<file path="src/hw/timer_pkg.sv">
/*
  Shared constants and types for the compact 10-bit timer with PWM.
  Assumes a single AHB-Lite master and whole-word (32-bit) transfers.
*/
`default_nettype none

package timer_pkg;

  // Register byte addresses.
  localparam logic [7:0] ADDR_CONTROL_ONE   = 8'h00;
  localparam logic [7:0] ADDR_CONTROL_TWO   = 8'h04;
  localparam logic [7:0] ADDR_COUNTER_LOW   = 8'h08;
  localparam logic [7:0] ADDR_COUNTER_HIGH  = 8'h0c;
  localparam logic [7:0] ADDR_MATCH_A_LOW   = 8'h10;
  localparam logic [7:0] ADDR_MATCH_A_HIGH  = 8'h14;
  localparam logic [7:0] ADDR_FLAGS         = 8'h18;

  // Field positions in the first control register.
  localparam int POS_PAUSE       = 7;
  localparam int POS_COUNTER_ON  = 3;
  localparam int POS_PERIOD_LSB  = 0;

  // Field positions in the second control register (control_reg_two).
  localparam int POS_MODE_LSB    = 6;
  localparam int POS_ACTION_LSB  = 4;
  localparam int POS_LEVEL_CTRL  = 3;
  localparam int POS_INVERT      = 2;
  localparam int POS_SWAP        = 1;
  localparam int POS_CLEAR_SEL   = 0;

  // Field positions in the flag register.
  localparam int POS_FLAG_A      = 0;
  localparam int POS_FLAG_P      = 1;

  // Values after reset.
  localparam logic [7:0]  RESET_CONTROL = 8'h00;
  localparam logic [9:0]  RESET_COUNT   = 10'h000;
  localparam logic [9:0]  RESET_MATCH_A = 10'h000;

  // Counting spans in counter clocks.
  localparam logic [10:0] PERIOD_UNIT   = 11'h080;
  localparam logic [10:0] FULL_SPAN     = 11'h400;
  localparam int          PERIOD_SHIFT  = 7;

  // Mode-select codes.
  localparam logic [1:0] CODE_COMPARE = 2'h0;
  localparam logic [1:0] CODE_PWM     = 2'h2;
  localparam logic [1:0] CODE_TIMER   = 2'h3;

  // Pin-action codes in compare-match output mode.
  localparam logic [1:0] ACT_NONE   = 2'h0;
  localparam logic [1:0] ACT_LOW    = 2'h1;
  localparam logic [1:0] ACT_HIGH   = 2'h2;
  localparam logic [1:0] ACT_TOGGLE = 2'h3;

  // Pin-action codes in PWM mode.
  localparam logic [1:0] PWM_FORCE_OFF = 2'h0;
  localparam logic [1:0] PWM_FORCE_ON  = 2'h1;
  localparam logic [1:0] PWM_WAVE      = 2'h2;

  typedef enum logic [1:0] {
    MODE_COMPARE,
    MODE_PWM,
    MODE_TIMER,
    MODE_UNDEF
  } mode_t;

  typedef struct packed {
    logic        hsel;
    logic [31:0] haddr;
    logic [1:0]  htrans;
    logic        hwrite;
    logic [31:0] hwdata;
    logic        hready;
  } ahb_req_t;

  typedef struct packed {
    logic [31:0] hrdata;
    logic        hreadyout;
    logic        hresp;
  } ahb_rsp_t;

  typedef struct packed {
    logic [7:0] controlOne;
    logic [7:0] controlTwo;
    logic [9:0] matchA;
  } regs_t;

endpackage : timer_pkg

`default_nettype wire

</file>
<file path="src/hw/compact_timer.sv">
/*
  Compact 10-bit count-up timer with comparators A and P, offering
  compare-match output, timer/counter and edge-aligned PWM modes.
  Assumes an AHB-Lite master on the same clock; the counter advances
  once per clk while switched on and not paused.
*/
`timescale 1ns/1ps
`default_nettype none

// Summary of operation
// - Clear-select high: match A clears counter.
// - Clear-select low: match P clears counter.
// - PWM mode ignores the clear-select bit.
// - Counter readable as low and high byte.
// - Compare value A is read/write, resets zero.
// - Mode 00 compare, 11 timer, 10 PWM.
// - Clear-select low raises both match flags.
// - Clear-select high raises no P flag outside PWM mode.
// - Compare A zero: overflow at 3FF, no flag.
// - Compare mode pin changes only on A match or counter-on rising.
// - A match drives pin high, low or toggles.
// - Counter-on rising loads pin initial level.
// - Timer mode equals compare mode, pin undriven.
// - PWM: one value sets period, other duty.
// - PWM raises both flags on their matches.
// - PWM level, enable and invert control pin.
// - Swap clear: period is P times 128, or 1024 for P zero.
// - Duty at or above period gives full duty.
// - Swap set: A is period, P duty.
// - Compare actions: 01 low, 10 high, 11 toggle.
// - PWM actions: 00 inactive, 01 active, 10 wave.
// - Counter-on rising clears counter; off holds it.
module compact_timer
  import timer_pkg::*;
(
  input  wire logic                clk,
  input  wire logic                rst_n,
  input  wire timer_pkg::ahb_req_t busReq,
  output var  timer_pkg::ahb_rsp_t busRsp,
  output var  logic                timerPin,
  output var  logic                timerPinOe,
  output var  logic                matchAFlag,
  output var  logic                matchPFlag
);

  import timer_pkg::*;

  typedef struct packed {
    regs_t       regs;
    logic [9:0]  count;
    logic        onPrev;
    logic        pinLevel;
    logic        flagA;
    logic        flagP;
    logic        readPend;
    logic        writePend;
    logic [7:0]  addr;
    logic [31:0] rdata;
    logic        ready;
    logic        pinOut;
    logic        pinOe;
  } state_t;

  state_t s_q;
  state_t s_d;

  // Turns the two mode-select bits into a mode.
  function automatic mode_t decodeMode(input logic [1:0] code);
    mode_t m;
    unique case (code)
      CODE_COMPARE: m = MODE_COMPARE;
      CODE_PWM:     m = MODE_PWM;
      CODE_TIMER:   m = MODE_TIMER;
      default:      m = MODE_UNDEF;
    endcase
    return m;
  endfunction : decodeMode

  // Turns a 3-bit period value into a span of counter clocks; zero means the full range.
  function automatic logic [10:0] spanOf(input logic [2:0] value);
    logic [10:0] span;
    span = (value == 3'h0) ? FULL_SPAN : (11'({8'h00, value}) << PERIOD_SHIFT);
    return span;
  endfunction : spanOf

  mode_t       mode;
  logic        counterOn;
  logic        paused;
  logic        onRise;
  logic        clearSel;
  logic        swap;
  logic        levelCtrl;
  logic        invert;
  logic [1:0]  action;
  logic [2:0]  periodBits;
  logic [10:0] countInc;
  logic [10:0] spanP;
  logic [10:0] spanA;
  logic [10:0] periodSpan;
  logic [10:0] dutySpan;
  logic        hitA;
  logic        hitP;
  logic        clearCount;
  logic        setA;
  logic        setP;
  logic        clrA;
  logic        clrP;
  logic        pwmActive;
  logic        pwmLevel;
  logic        accept;

  always_comb begin
    s_d        = s_q;
    mode       = decodeMode(s_q.regs.controlTwo[POS_MODE_LSB +: 2]);
    counterOn  = s_q.regs.controlOne[POS_COUNTER_ON];
    paused     = s_q.regs.controlOne[POS_PAUSE];
    periodBits = s_q.regs.controlOne[POS_PERIOD_LSB +: 3];
    clearSel   = s_q.regs.controlTwo[POS_CLEAR_SEL];
    swap       = s_q.regs.controlTwo[POS_SWAP];
    levelCtrl  = s_q.regs.controlTwo[POS_LEVEL_CTRL];
    invert     = s_q.regs.controlTwo[POS_INVERT];
    action     = s_q.regs.controlTwo[POS_ACTION_LSB +: 2];
    onRise     = counterOn & ~s_q.onPrev;
    s_d.onPrev = counterOn;

    // Comparators look at the count that the next tick would reach.
    countInc   = 11'({1'b0, s_q.count}) + 11'h001;
    spanP      = spanOf(periodBits);
    spanA      = (s_q.regs.matchA == RESET_MATCH_A) ? FULL_SPAN : 11'({1'b0, s_q.regs.matchA});
    hitP       = (countInc == spanP);
    hitA       = (countInc[9:0] == s_q.regs.matchA) && (s_q.regs.matchA != RESET_MATCH_A);

    // Period and duty roles in PWM mode.
    periodSpan = swap ? spanA : spanP;
    dutySpan   = swap ? spanP : 11'({1'b0, s_q.regs.matchA});

    clearCount = 1'b0;
    setA       = 1'b0;
    setP       = 1'b0;
    pwmLevel   = 1'b0;
    pwmActive  = 1'b0;

    if (onRise) begin
      s_d.count    = RESET_COUNT;
      s_d.pinLevel = levelCtrl;
    end else if (counterOn && !paused) begin
      unique case (mode)
        MODE_PWM: begin
          clearCount = (countInc == periodSpan);
          setA       = hitA;
          setP       = hitP;
        end
        MODE_COMPARE, MODE_TIMER, MODE_UNDEF: begin
          if (clearSel) begin
            clearCount = hitA;
            setA       = hitA;
          end else begin
            clearCount = hitP;
            setA       = hitA;
            setP       = hitP;
          end
          if (setA && mode == MODE_COMPARE) begin
            unique case (action)
              ACT_NONE:   s_d.pinLevel = s_q.pinLevel;
              ACT_LOW:    s_d.pinLevel = 1'b0;
              ACT_HIGH:   s_d.pinLevel = 1'b1;
              ACT_TOGGLE: s_d.pinLevel = ~s_q.pinLevel;
            endcase
          end
        end
      endcase
      // A clear at the top of the range is the same as a natural wrap.
      s_d.count = clearCount ? RESET_COUNT : countInc[9:0];
    end

    // Waveform is active while the count is below the duty span.
    pwmActive = (11'({1'b0, s_d.count}) < dutySpan);
    unique case (action)
      PWM_FORCE_OFF: pwmLevel = ~levelCtrl;
      PWM_FORCE_ON:  pwmLevel = levelCtrl;
      PWM_WAVE:      pwmLevel = pwmActive ? levelCtrl : ~levelCtrl;
      default:       pwmLevel = ~levelCtrl;
    endcase

    unique case (mode)
      MODE_COMPARE: begin
        s_d.pinOut = s_d.pinLevel ^ invert;
        s_d.pinOe  = 1'b1;
      end
      MODE_PWM: begin
        s_d.pinOut = pwmLevel ^ invert;
        s_d.pinOe  = 1'b1;
      end
      MODE_TIMER, MODE_UNDEF: begin
        s_d.pinOut = 1'b0;
        s_d.pinOe  = 1'b0;
      end
    endcase

    // Bus data phase: writes land here, after the address phase was taken.
    clrA = 1'b0;
    clrP = 1'b0;
    if (s_q.writePend) begin
      unique case (s_q.addr)
        ADDR_CONTROL_ONE:  s_d.regs.controlOne = busReq.hwdata[7:0];
        ADDR_CONTROL_TWO:  s_d.regs.controlTwo = busReq.hwdata[7:0];
        ADDR_MATCH_A_LOW:  s_d.regs.matchA[7:0] = busReq.hwdata[7:0];
        ADDR_MATCH_A_HIGH: s_d.regs.matchA[9:8] = busReq.hwdata[1:0];
        ADDR_FLAGS: begin
          clrA = busReq.hwdata[POS_FLAG_A];
          clrP = busReq.hwdata[POS_FLAG_P];
        end
        default: ;
      endcase
    end

    // A match in the clearing cycle still sets its flag.
    s_d.flagA = (s_q.flagA & ~clrA) | setA;
    s_d.flagP = (s_q.flagP & ~clrP) | setP;

    // Reads are answered one cycle after the address phase, from current state.
    if (s_q.readPend) begin
      s_d.rdata = 32'h0000_0000;
      unique case (s_q.addr)
        ADDR_CONTROL_ONE:  s_d.rdata[7:0] = s_q.regs.controlOne;
        ADDR_CONTROL_TWO:  s_d.rdata[7:0] = s_q.regs.controlTwo;
        ADDR_COUNTER_LOW:  s_d.rdata[7:0] = s_q.count[7:0];
        ADDR_COUNTER_HIGH: s_d.rdata[1:0] = s_q.count[9:8];
        ADDR_MATCH_A_LOW:  s_d.rdata[7:0] = s_q.regs.matchA[7:0];
        ADDR_MATCH_A_HIGH: s_d.rdata[1:0] = s_q.regs.matchA[9:8];
        ADDR_FLAGS: begin
          s_d.rdata[POS_FLAG_A] = s_q.flagA;
          s_d.rdata[POS_FLAG_P] = s_q.flagP;
        end
        default: ;
      endcase
    end

    // Bus address phase.
    accept        = busReq.hsel & busReq.htrans[1] & busReq.hready;
    s_d.writePend = accept & busReq.hwrite;
    s_d.readPend  = accept & ~busReq.hwrite;
    s_d.ready     = ~(accept & ~busReq.hwrite);
    if (accept) begin
      s_d.addr = busReq.haddr[7:0];
    end
  end

  always_ff @(posedge clk or negedge rst_n) begin
    if (!rst_n) begin
      s_q.regs.controlOne <= RESET_CONTROL;
      s_q.regs.controlTwo <= RESET_CONTROL;
      s_q.regs.matchA     <= RESET_MATCH_A;
      s_q.count           <= RESET_COUNT;
      s_q.onPrev          <= 1'b0;
      s_q.pinLevel        <= 1'b0;
      s_q.flagA           <= 1'b0;
      s_q.flagP           <= 1'b0;
      s_q.readPend        <= 1'b0;
      s_q.writePend       <= 1'b0;
      s_q.addr            <= 8'h00;
      s_q.rdata           <= 32'h0000_0000;
      s_q.ready           <= 1'b1;
      s_q.pinOut          <= 1'b0;
      s_q.pinOe           <= 1'b1;
    end else begin
      s_q <= s_d;
    end
  end

  assign busRsp.hrdata    = s_q.rdata;
  assign busRsp.hreadyout = s_q.ready;
  assign busRsp.hresp     = 1'b0;
  assign timerPin         = s_q.pinOut;
  assign timerPinOe       = s_q.pinOe;
  assign matchAFlag       = s_q.flagA;
  assign matchPFlag       = s_q.flagP;

endmodule : compact_timer

`default_nettype wire

</file>
<file path="config.mk">
export PLATFORM = sky130hd
export DESIGN_NAME = compact_timer
export DESIGN_NICKNAME = d
export VERILOG_FILES = /design/src/hw/timer_pkg.sv /design/src/hw/compact_timer.sv
export SDC_FILE = /design/constraint.sdc
export NUM_CORES = 1
export LEC_CHECK = 0
export BUFFER_PORTS_ARGS = -buffer_cell sky130_fd_sc_hd__buf_2
export CAP_MARGIN = 20
export CORE_ASPECT_RATIO = 1.2
export CORE_UTILIZATION = 24
export CTS_CLUSTER_DIAMETER = 40
export DETAILED_ROUTE_END_ITERATION = 10
export PLACE_DENSITY = 0.44
export SETUP_SLACK_MARGIN = 0.3
export SYNTH_ARGS = -nofsm -noshare
export SYNTH_HDL_FRONTEND = slang
export SYNTH_SLANG_ARGS = --single-unit
</file>
<file path="constraint.sdc">
create_clock -name clk -period 5.1 [get_ports clk]
set_input_delay 1.02 -clock clk [delete_from_list [all_inputs] [get_ports clk]]
set_output_delay 1.02 -clock clk [all_outputs]
set_load 0.02 [all_outputs]
</file>
==> results of run 1 <==
[logic make-up (layout without fill, tap and decap cells)]
family,Yosys count,in the layout,synth area share [%]
compound gates,97,97,14.6
flops,61,61,34.0
mux,56,56,14.0
other cells,1,25,0.0833
fa+ha+maj,12,12,3.34
simple gates,156,156,19.5
xor+xnor,12,12,3.75
buf+inv,80,131,10.7
[sequential cells by signal (all words and copies together), names as in the netlist]
| signal | flops |
|---|---|
| s_q | 38 |
| busRsp | 9 |
| periodBits | 3 |
| action | 2 |
| clearSel | 1 |
| counterOn | 1 |
| invert | 1 |
| levelCtrl | 1 |
| matchAFlag | 1 |
| matchPFlag | 1 |
| paused | 1 |
| timerPin | 1 |
| timerPinOe | 1 |
[cells in the final DEF (no fill, tap or decap), drive strengths merged, types with 3 or more instances in the layout]
cell / count
clkbuf: 9
mux2i: 17
xnor2: 4
nor3b: 5
buf: 97
or3: 6
nor2: 22
nor4: 8
nand4: 9
clkinvlp: 3
nor2b: 8
and2: 7
mux2: 37
nand2b: 14
xnor3: 3
nand3: 11
ha: 12
and3: 3
a21oi: 19
conb: 25
dfrtp: 59
o22ai: 9
inv: 19
a22oi: 6
a21o: 5
nor3: 8
nand2: 39
xor2: 4
a31oi: 5
nand3b: 4
o21bai: 3
a211oi: 6
o21ai: 20
or2: 3
[stage by stage]
stage	TNS (ns)	worst slack, ns	std cells	area (µm²)
after floorplan	0	0.710	499	4590
after global placement	0	0.0159	745	5010
after detailed placement	-0.0623	-0.0623	745	5010
after CTS	0	0.307	770	5570
after global routing	0	0.167	774	5680
final	0	0.321	774	5680
[layer usage]
metal / GRT usage [%] / wire (µm) / up-vias / part of all wire, %
met2: 26.2 / 7020 / 106 / 52
met3: 2.64 / 407 / 33 / 3.0
li1: - / - / 1820 / -
met4: 5.84 / 463 / 0 / 3.4
met5: 0 / 0 / - / 0
met1: 17.7 / 5720 / 1912 / 42
[where the power goes]
group | switching (mW) | leakage [nW] | internal (mW)
Sequential | 0.0678 | 0.765 | 0.524
Combinational | 0.183 | 1.54 | 0.162
Clock | 0.247 | 0.138 | 0.380
[worst max-delay path: cells and delay by family (launching register included)]
kind,cells,cell delay (ns)
fa+ha+maj,2,0.46
mux,2,0.28
compound gates,9,1.25
buf+inv,3,0.41
flops,1,0.40
simple gates,6,1.83
[cell type report]
cell class                 count  area [µm²]  share of cell area [%]
multi-input combinational    358        2840                    50.0
sequential                    61        1530                    26.9
timing repair buffer          97         661                    11.6
tap                          224         280                    4.93
clock buffer                   9         225                    3.96
clock inverter                 7        75.1                    1.32
inverter                      18        67.6                    1.19
[worst min-delay path by stage]
stage | start | endpoint | slack [ns] | cells past startpoint
2_1_floorplan | counterOn | s_q[48] | 0.42 | 0
3_3_place_gp | busRsp[2] | busRsp[2] | 0.49 | 1
3_5_place_dp | busRsp[2] | busRsp[2] | 0.49 | 1
4_1_cts | busRsp[2] | busRsp[2] | 0.50 | 1
5_1_grt | busRsp[2] | busRsp[2] | 0.52 | 1
6_report | busRsp[2] | busRsp[2] | 0.50 | 1
[what timing repair did]
item	4_1_cts	5_1_grt
gates resized for setup	36	15
setup endpoints to repair	1	1
setup buffers	9	3
hold buffers	0	0
hold endpoints to repair	0	0
pin swaps	18	9
==> metrics.md, run 1 <==
| Metric | Value |
|---|---|
| Post-synth top cells | `59 x dfrtp_1, 39 x nand2_1, 38 x buf_4` |
| Vias in the first global route | `roughly 4000` |
| Status | `completed` |
| Critical Path End | `timerPin` |
| CP Launch Point | `s_q[49]` |
| Slowest Stage Delay on Critical Path | `0.49 ns` |
| P&R area growth vs syn | `26.3%` |
| Clock Skews | `0.00926 ns` |
| Initial antenna violation count | `0` |
| Grt total ovfl | `0` |
| Slew Viols, Final | `0` |
| Endpoints failing setup | `0` |
| Die Span Y | `152 µm` |
| Num rows | `54` |
| Flops & latches, synth | `61` |
| Antenna cells | `0` |
| Leakage power | `~2.4 nW` |
| Drt drc | `0` |
| CTS H-tree lvls | `3` |
| Startpoint Class | `flop` |
| Critical Path RT | `5.30 ns` |
| Crit-path slowest cell | `or4b_4` |
| Worst hold slack | `approximately 0.50 ns` |
| First-pass GRT wire length | `between 20 and 25 mm` |
| Fin util | `31.2%` |
| CTS tree | `built` |
| Flop2flop setup slack | `0.32 ns` |
| Max-cap violations | `0` |
| Gr usage total | `14.8%` |
| Worst min path class | `flop to flop` |
| Post-synth cell types | `74` |
| Detail Route Antenna Nets | `0` |
| CP Cell Sequence | `ha_4 -> buf_4 -> nand4_4 -> or3_4 -> a32oi_1 -> and4_4 -> buf_4 -> or4b_4 -> o221ai_4 -> or3_1 -> a21oi_1 -> ha_1 -> o21ai_1 -> a211oi_2 -> buf_4 -> o211ai_1 -> o21ai_1 -> or3b_4 -> a31oi_2 -> mux2i_1 -> mux2i_1 -> o21ai_1` |
| Ys async rst share | `100%` |
| Nets | `628` |
| Reg-to-reg critical path endpoint | `timerPin` |
| Clk slew on worst S/H paths | `0.06 ns` |
| Dpl hpwl | `10.1 mm` |
| Measured slew at the worst slew-check pin | `0.832 ns` |
| Number of I/O port buffers | `34` |
| Die ar. | `19300 µm²` |
| FILL cells | `1935` |
| Mean Syn Cell Area | `9.47 µm²` |
| Final Hold Viols | `0` |
| Post-detailed-route wirelength per cell | `between 15 and 20 µm` |
| Max Root-Sink Buffers | `2` |
| Post-route minimum period | `4.78 ns` |
| Worst Path Max Fanout | `5` |
| CP arrival | `4.98 ns` |
| Max Fclk | `between 200 and 250 MHz` |
| Leading area contributor after synthesis | `dfrtp_1` |
| Post-synth EDFFs | `0` |
| Count leader, synth | `dfrtp_1` |
| Die W | `between 100 and 150 µm` |
| Drt total wl | `13.6 mm` |
| Ys flop type | `dfrtp_1` |
| Reg2Reg Depth | `22` |
| Yosys warns | `0` |
| Top Ports | `109` |
| Setup CP Type | `flop to flop` |
| Total power | `about 1.6 mW` |
| Vias per inst | `5.00` |
| Slew HR | `44.5%` |
| Mapped cell area | `around 4500 µm²` |
| Power Dens Cells | `275 nW/µm²` |
| RSZ-0062 raised after global routing | `true` |
| Core area | `18200 µm²` |
| CTS sink cnt | `61` |
| Initial core utilization | `24.7%` |
| Yosys top cell area share | `32.8%` |
| Root Buffer | `clkbuf_16` |
| Num CTS Buffers | `9` |
| Final cycle utilization of the critical path | `93.7%` |
| Layout cells sized above 1 | `35.6%` |
| Largest cells by area after synthesis | `dfrtp_1 33%, mux2_2 9.3%, buf_4 6.3%` |
| Clk_lat worst skew | `0.33 ns` |
| Gpl congestion | `0.845` |
| TritonRoute pass-1 iters | `4` |
| Pin count of the biggest net entering global routing | `62` |
| Via Count | `3871` |
| Critical path capture point type | `flop` |
| Reg2reg start | `s_q[49]` |
| Register area share after synthesis | `34.0%` |
| 1st-iter DRT viols | `197` |
| Peak supply drop | `0.000190 V` |
| Cells after synthesis | `475` |
Note: power is estimated with default switching activity, not from simulation.
==> run 2, diff against run 1 <==
--- a/config.mk
+++ b/config.mk
@@ -11,6 +11,7 @@
 export CORE_UTILIZATION = 24
 export CTS_CLUSTER_DIAMETER = 40
 export DETAILED_ROUTE_END_ITERATION = 10
+export GPL_TIMING_DRIVEN = 0
 export PLACE_DENSITY = 0.44
 export SETUP_SLACK_MARGIN = 0.3
 export SYNTH_ARGS = -nofsm -noshare
==> run 2 against run 1 <==
Compared with the run above:
- clock power rose by 8.9%
- largest cell class unchanged
- first-iteration DRC count increased by 16%
- final area up 0.92%
==> metrics.md, run 2 (same netlist as run 1, synthesis figures left out) <==
| Metric | Value |
|---|---|
| CTS tree | `built` |
| Most flop-heavy register | `s_q` |
| Worst min path class | `flop to flop` |
| TritonRoute pass-1 iters | `5` |
| Clk_lat worst skew | `0.33 ns` |
| Slowest Stage Delay on Critical Path | `approximately 0.5 ns` |
| CP arrival | `between 4 and 5 ns` |
| Post-route minimum period | `around 4.7 ns` |
| Measured slew at the worst slew-check pin | `0.798 ns` |
| Critical Path RT | `5.30 ns` |
| Grt total ovfl | `0` |
| Vias in the first global route | `3801` |
| CTS sink cnt | `61` |
| Max reg flops | `38` |
| Power Dens Cells | `roughly 280 nW/µm²` |
| Via Count | `a little under 4000` |
| Detail Route Antenna Nets | `0` |
| Post-detailed-route wirelength per cell | `17.3 µm` |
| Dpl hpwl | `10.1 mm` |
| Drt total wl | `13.7 mm` |
| Number of I/O port buffers | `34` |
| Total power | `1.61 mW` |
| Crit-path slowest cell | `or4b_4` |
| Clk slew on worst S/H paths | `0.06 ns` |
| Min-Delay Startpoint | `matchPFlag` |
| CTS H-tree lvls | `3` |
| CP Cell Sequence | `ha_2 -> buf_8 -> nand4_4 -> or3_4 -> a32oi_2 -> and4_4 -> or4b_4 -> o221ai_4 -> or3_1 -> a21oi_1 -> ha_2 -> a211oi_2 -> nand2_1 -> o21bai_1 -> a221oi_1 -> or3b_4 -> nor2_1 -> mux2i_1 -> mux2i_1 -> o21ai_1` |
| Initial antenna violation count | `0` |
| Die Span Y | `152 µm` |
| Max Fclk | `around 210 MHz` |
| Nets | `643` |
| Slew HR | `46.8%` |
| Num rows | `54` |
| 1st-iter DRT viols | `around 230` |
| Clock Skews | `0.00594 ns` |
| Final cycle utilization of the critical path | `92.9%` |
| Final Hold Viols | `0` |
| Max-cap violations | `0` |
| Max Root-Sink Buffers | `2` |
| Core area | `~18000 µm²` |
| Critical path capture point type | `flop` |
| Die ar. | `about 19000 µm²` |
| Status | `completed` |
| Commonest non-fill, non-tap cell in the layout | `dfrtp_1` |
| Pin count of the biggest net entering global routing | `62` |
| Worst hold slack | `slightly below 0.5 ns` |
| TNS Setup | `0 ns` |
| Worst Path Max Fanout | `6` |
| Setup CP Type | `flop to flop` |
| Leakage power | `2.48 nW` |
| Num CTS Buffers | `9` |
| Pre-CTS WS | `-0.415 ns` |
| Layout cells sized above 1 | `35.4%` |
| First-pass GRT wire length | `21.2 mm` |
| Startpoint Class | `flop` |
| Drt drc | `0` |
| Antenna cells | `0` |
| Hold_buf cts | `0` |
| Reg2reg start | `s_q[49]` |
| Gpl congestion | `approximately 0.87` |
| Peak supply drop | `0.000186 V` |
| Most frequent cells in the layout | `57 x dfrtp_1, 53 x buf_4, 39 x nand2_1, 37 x mux2_2, 36 x buf_2` |
| Endpoints failing setup | `0` |
| Top Ports | `~110` |
| Die W | `127 µm` |
| Gr usage total | `approximately 14%` |
| Slew Viols, Final | `0` |
| RSZ-0062 raised after global routing | `true` |
| Initial core utilization | `24.7%` |
| Root Buffer | `clkbuf_16` |
| Vias per inst | `4.94` |
| P&R area growth vs syn | `27.5%` |
| Worst setup margin | `around 0.36 ns` |
| CP Launch Point | `s_q[49]` |
-- run 2: cell types whose count changed in the layout (fill, tap and decap cells not counted), sizes merged --
cell	before	now
clkinv	2	1
clkbuf	9	26
clkinvlp	3	1
bufinv	1	2
-- run 2: timing repair --
item,4_1_cts,5_1_grt
pin swaps,3,26
endpoints found under the hold margin,0,0
buffers inserted,2,13
resized for setup,22,30
setup endpoints to repair,1,1
-- run 2: metrics by stage --
stage | cells | instance area (µm²) | util, %
2_1_floorplan | 499 | 4590 | -
3_3_place_gp | 757 | 5040 | 27.6
3_5_place_dp | 757 | 5040 | 27.6
4_1_cts | 775 | 5500 | 30.2
5_1_grt | 789 | 5740 | 31.4
6_report | 789 | 5740 | 31.4
-- run 2: final timing paths --
check,end,slack [ns],cells after the start
worst max-delay path,timerPin,0.36,20
worst min-delay path,matchPFlag,0.50,2
worst max register to register,timerPin,0.36,20
worst min register to register,matchPFlag,0.50,2
max in group asynchronous,s_q[52],3.74,1
min in group asynchronous,s_q[40],0.78,1
-- run 2: power breakdown --
part | switching, mW | internal, mW | total (mW)
clock network | 0.228 | 0.455 | 0.683
logic | 0.206 | 0.157 | 0.363
registers | 0.0399 | 0.525 | 0.565
-- run 2: layout make-up --
class	count	area, µm²
plain buffers	62	424
clock inverters	5	81.3
flip-flops and latches	61	1530
repair buffers	50	290
inverters	18	67.6
clock buffers	11	253
multi-input cells	358	2810
well taps	224	280
fillers	1896	12500
-- run 2: worst max-delay path, delay by kind of cell, from the launching register on --
family / cells / cell delay, ns
buffers and inverters: 1 / 0.14
DFF: 1 / 0.36
adders and majority gates: 2 / 0.44
muxes: 2 / 0.40
and+or+nand+nor: 8 / 1.91
AOI/OAI and AO/OA: 7 / 1.36
-- run 2: metal layers --
layer  wire length, µm  track usage [%]
met3               665             2.39
met2              6730             24.0
met1              5750             17.5
met5                 0                0
met4               524             6.58
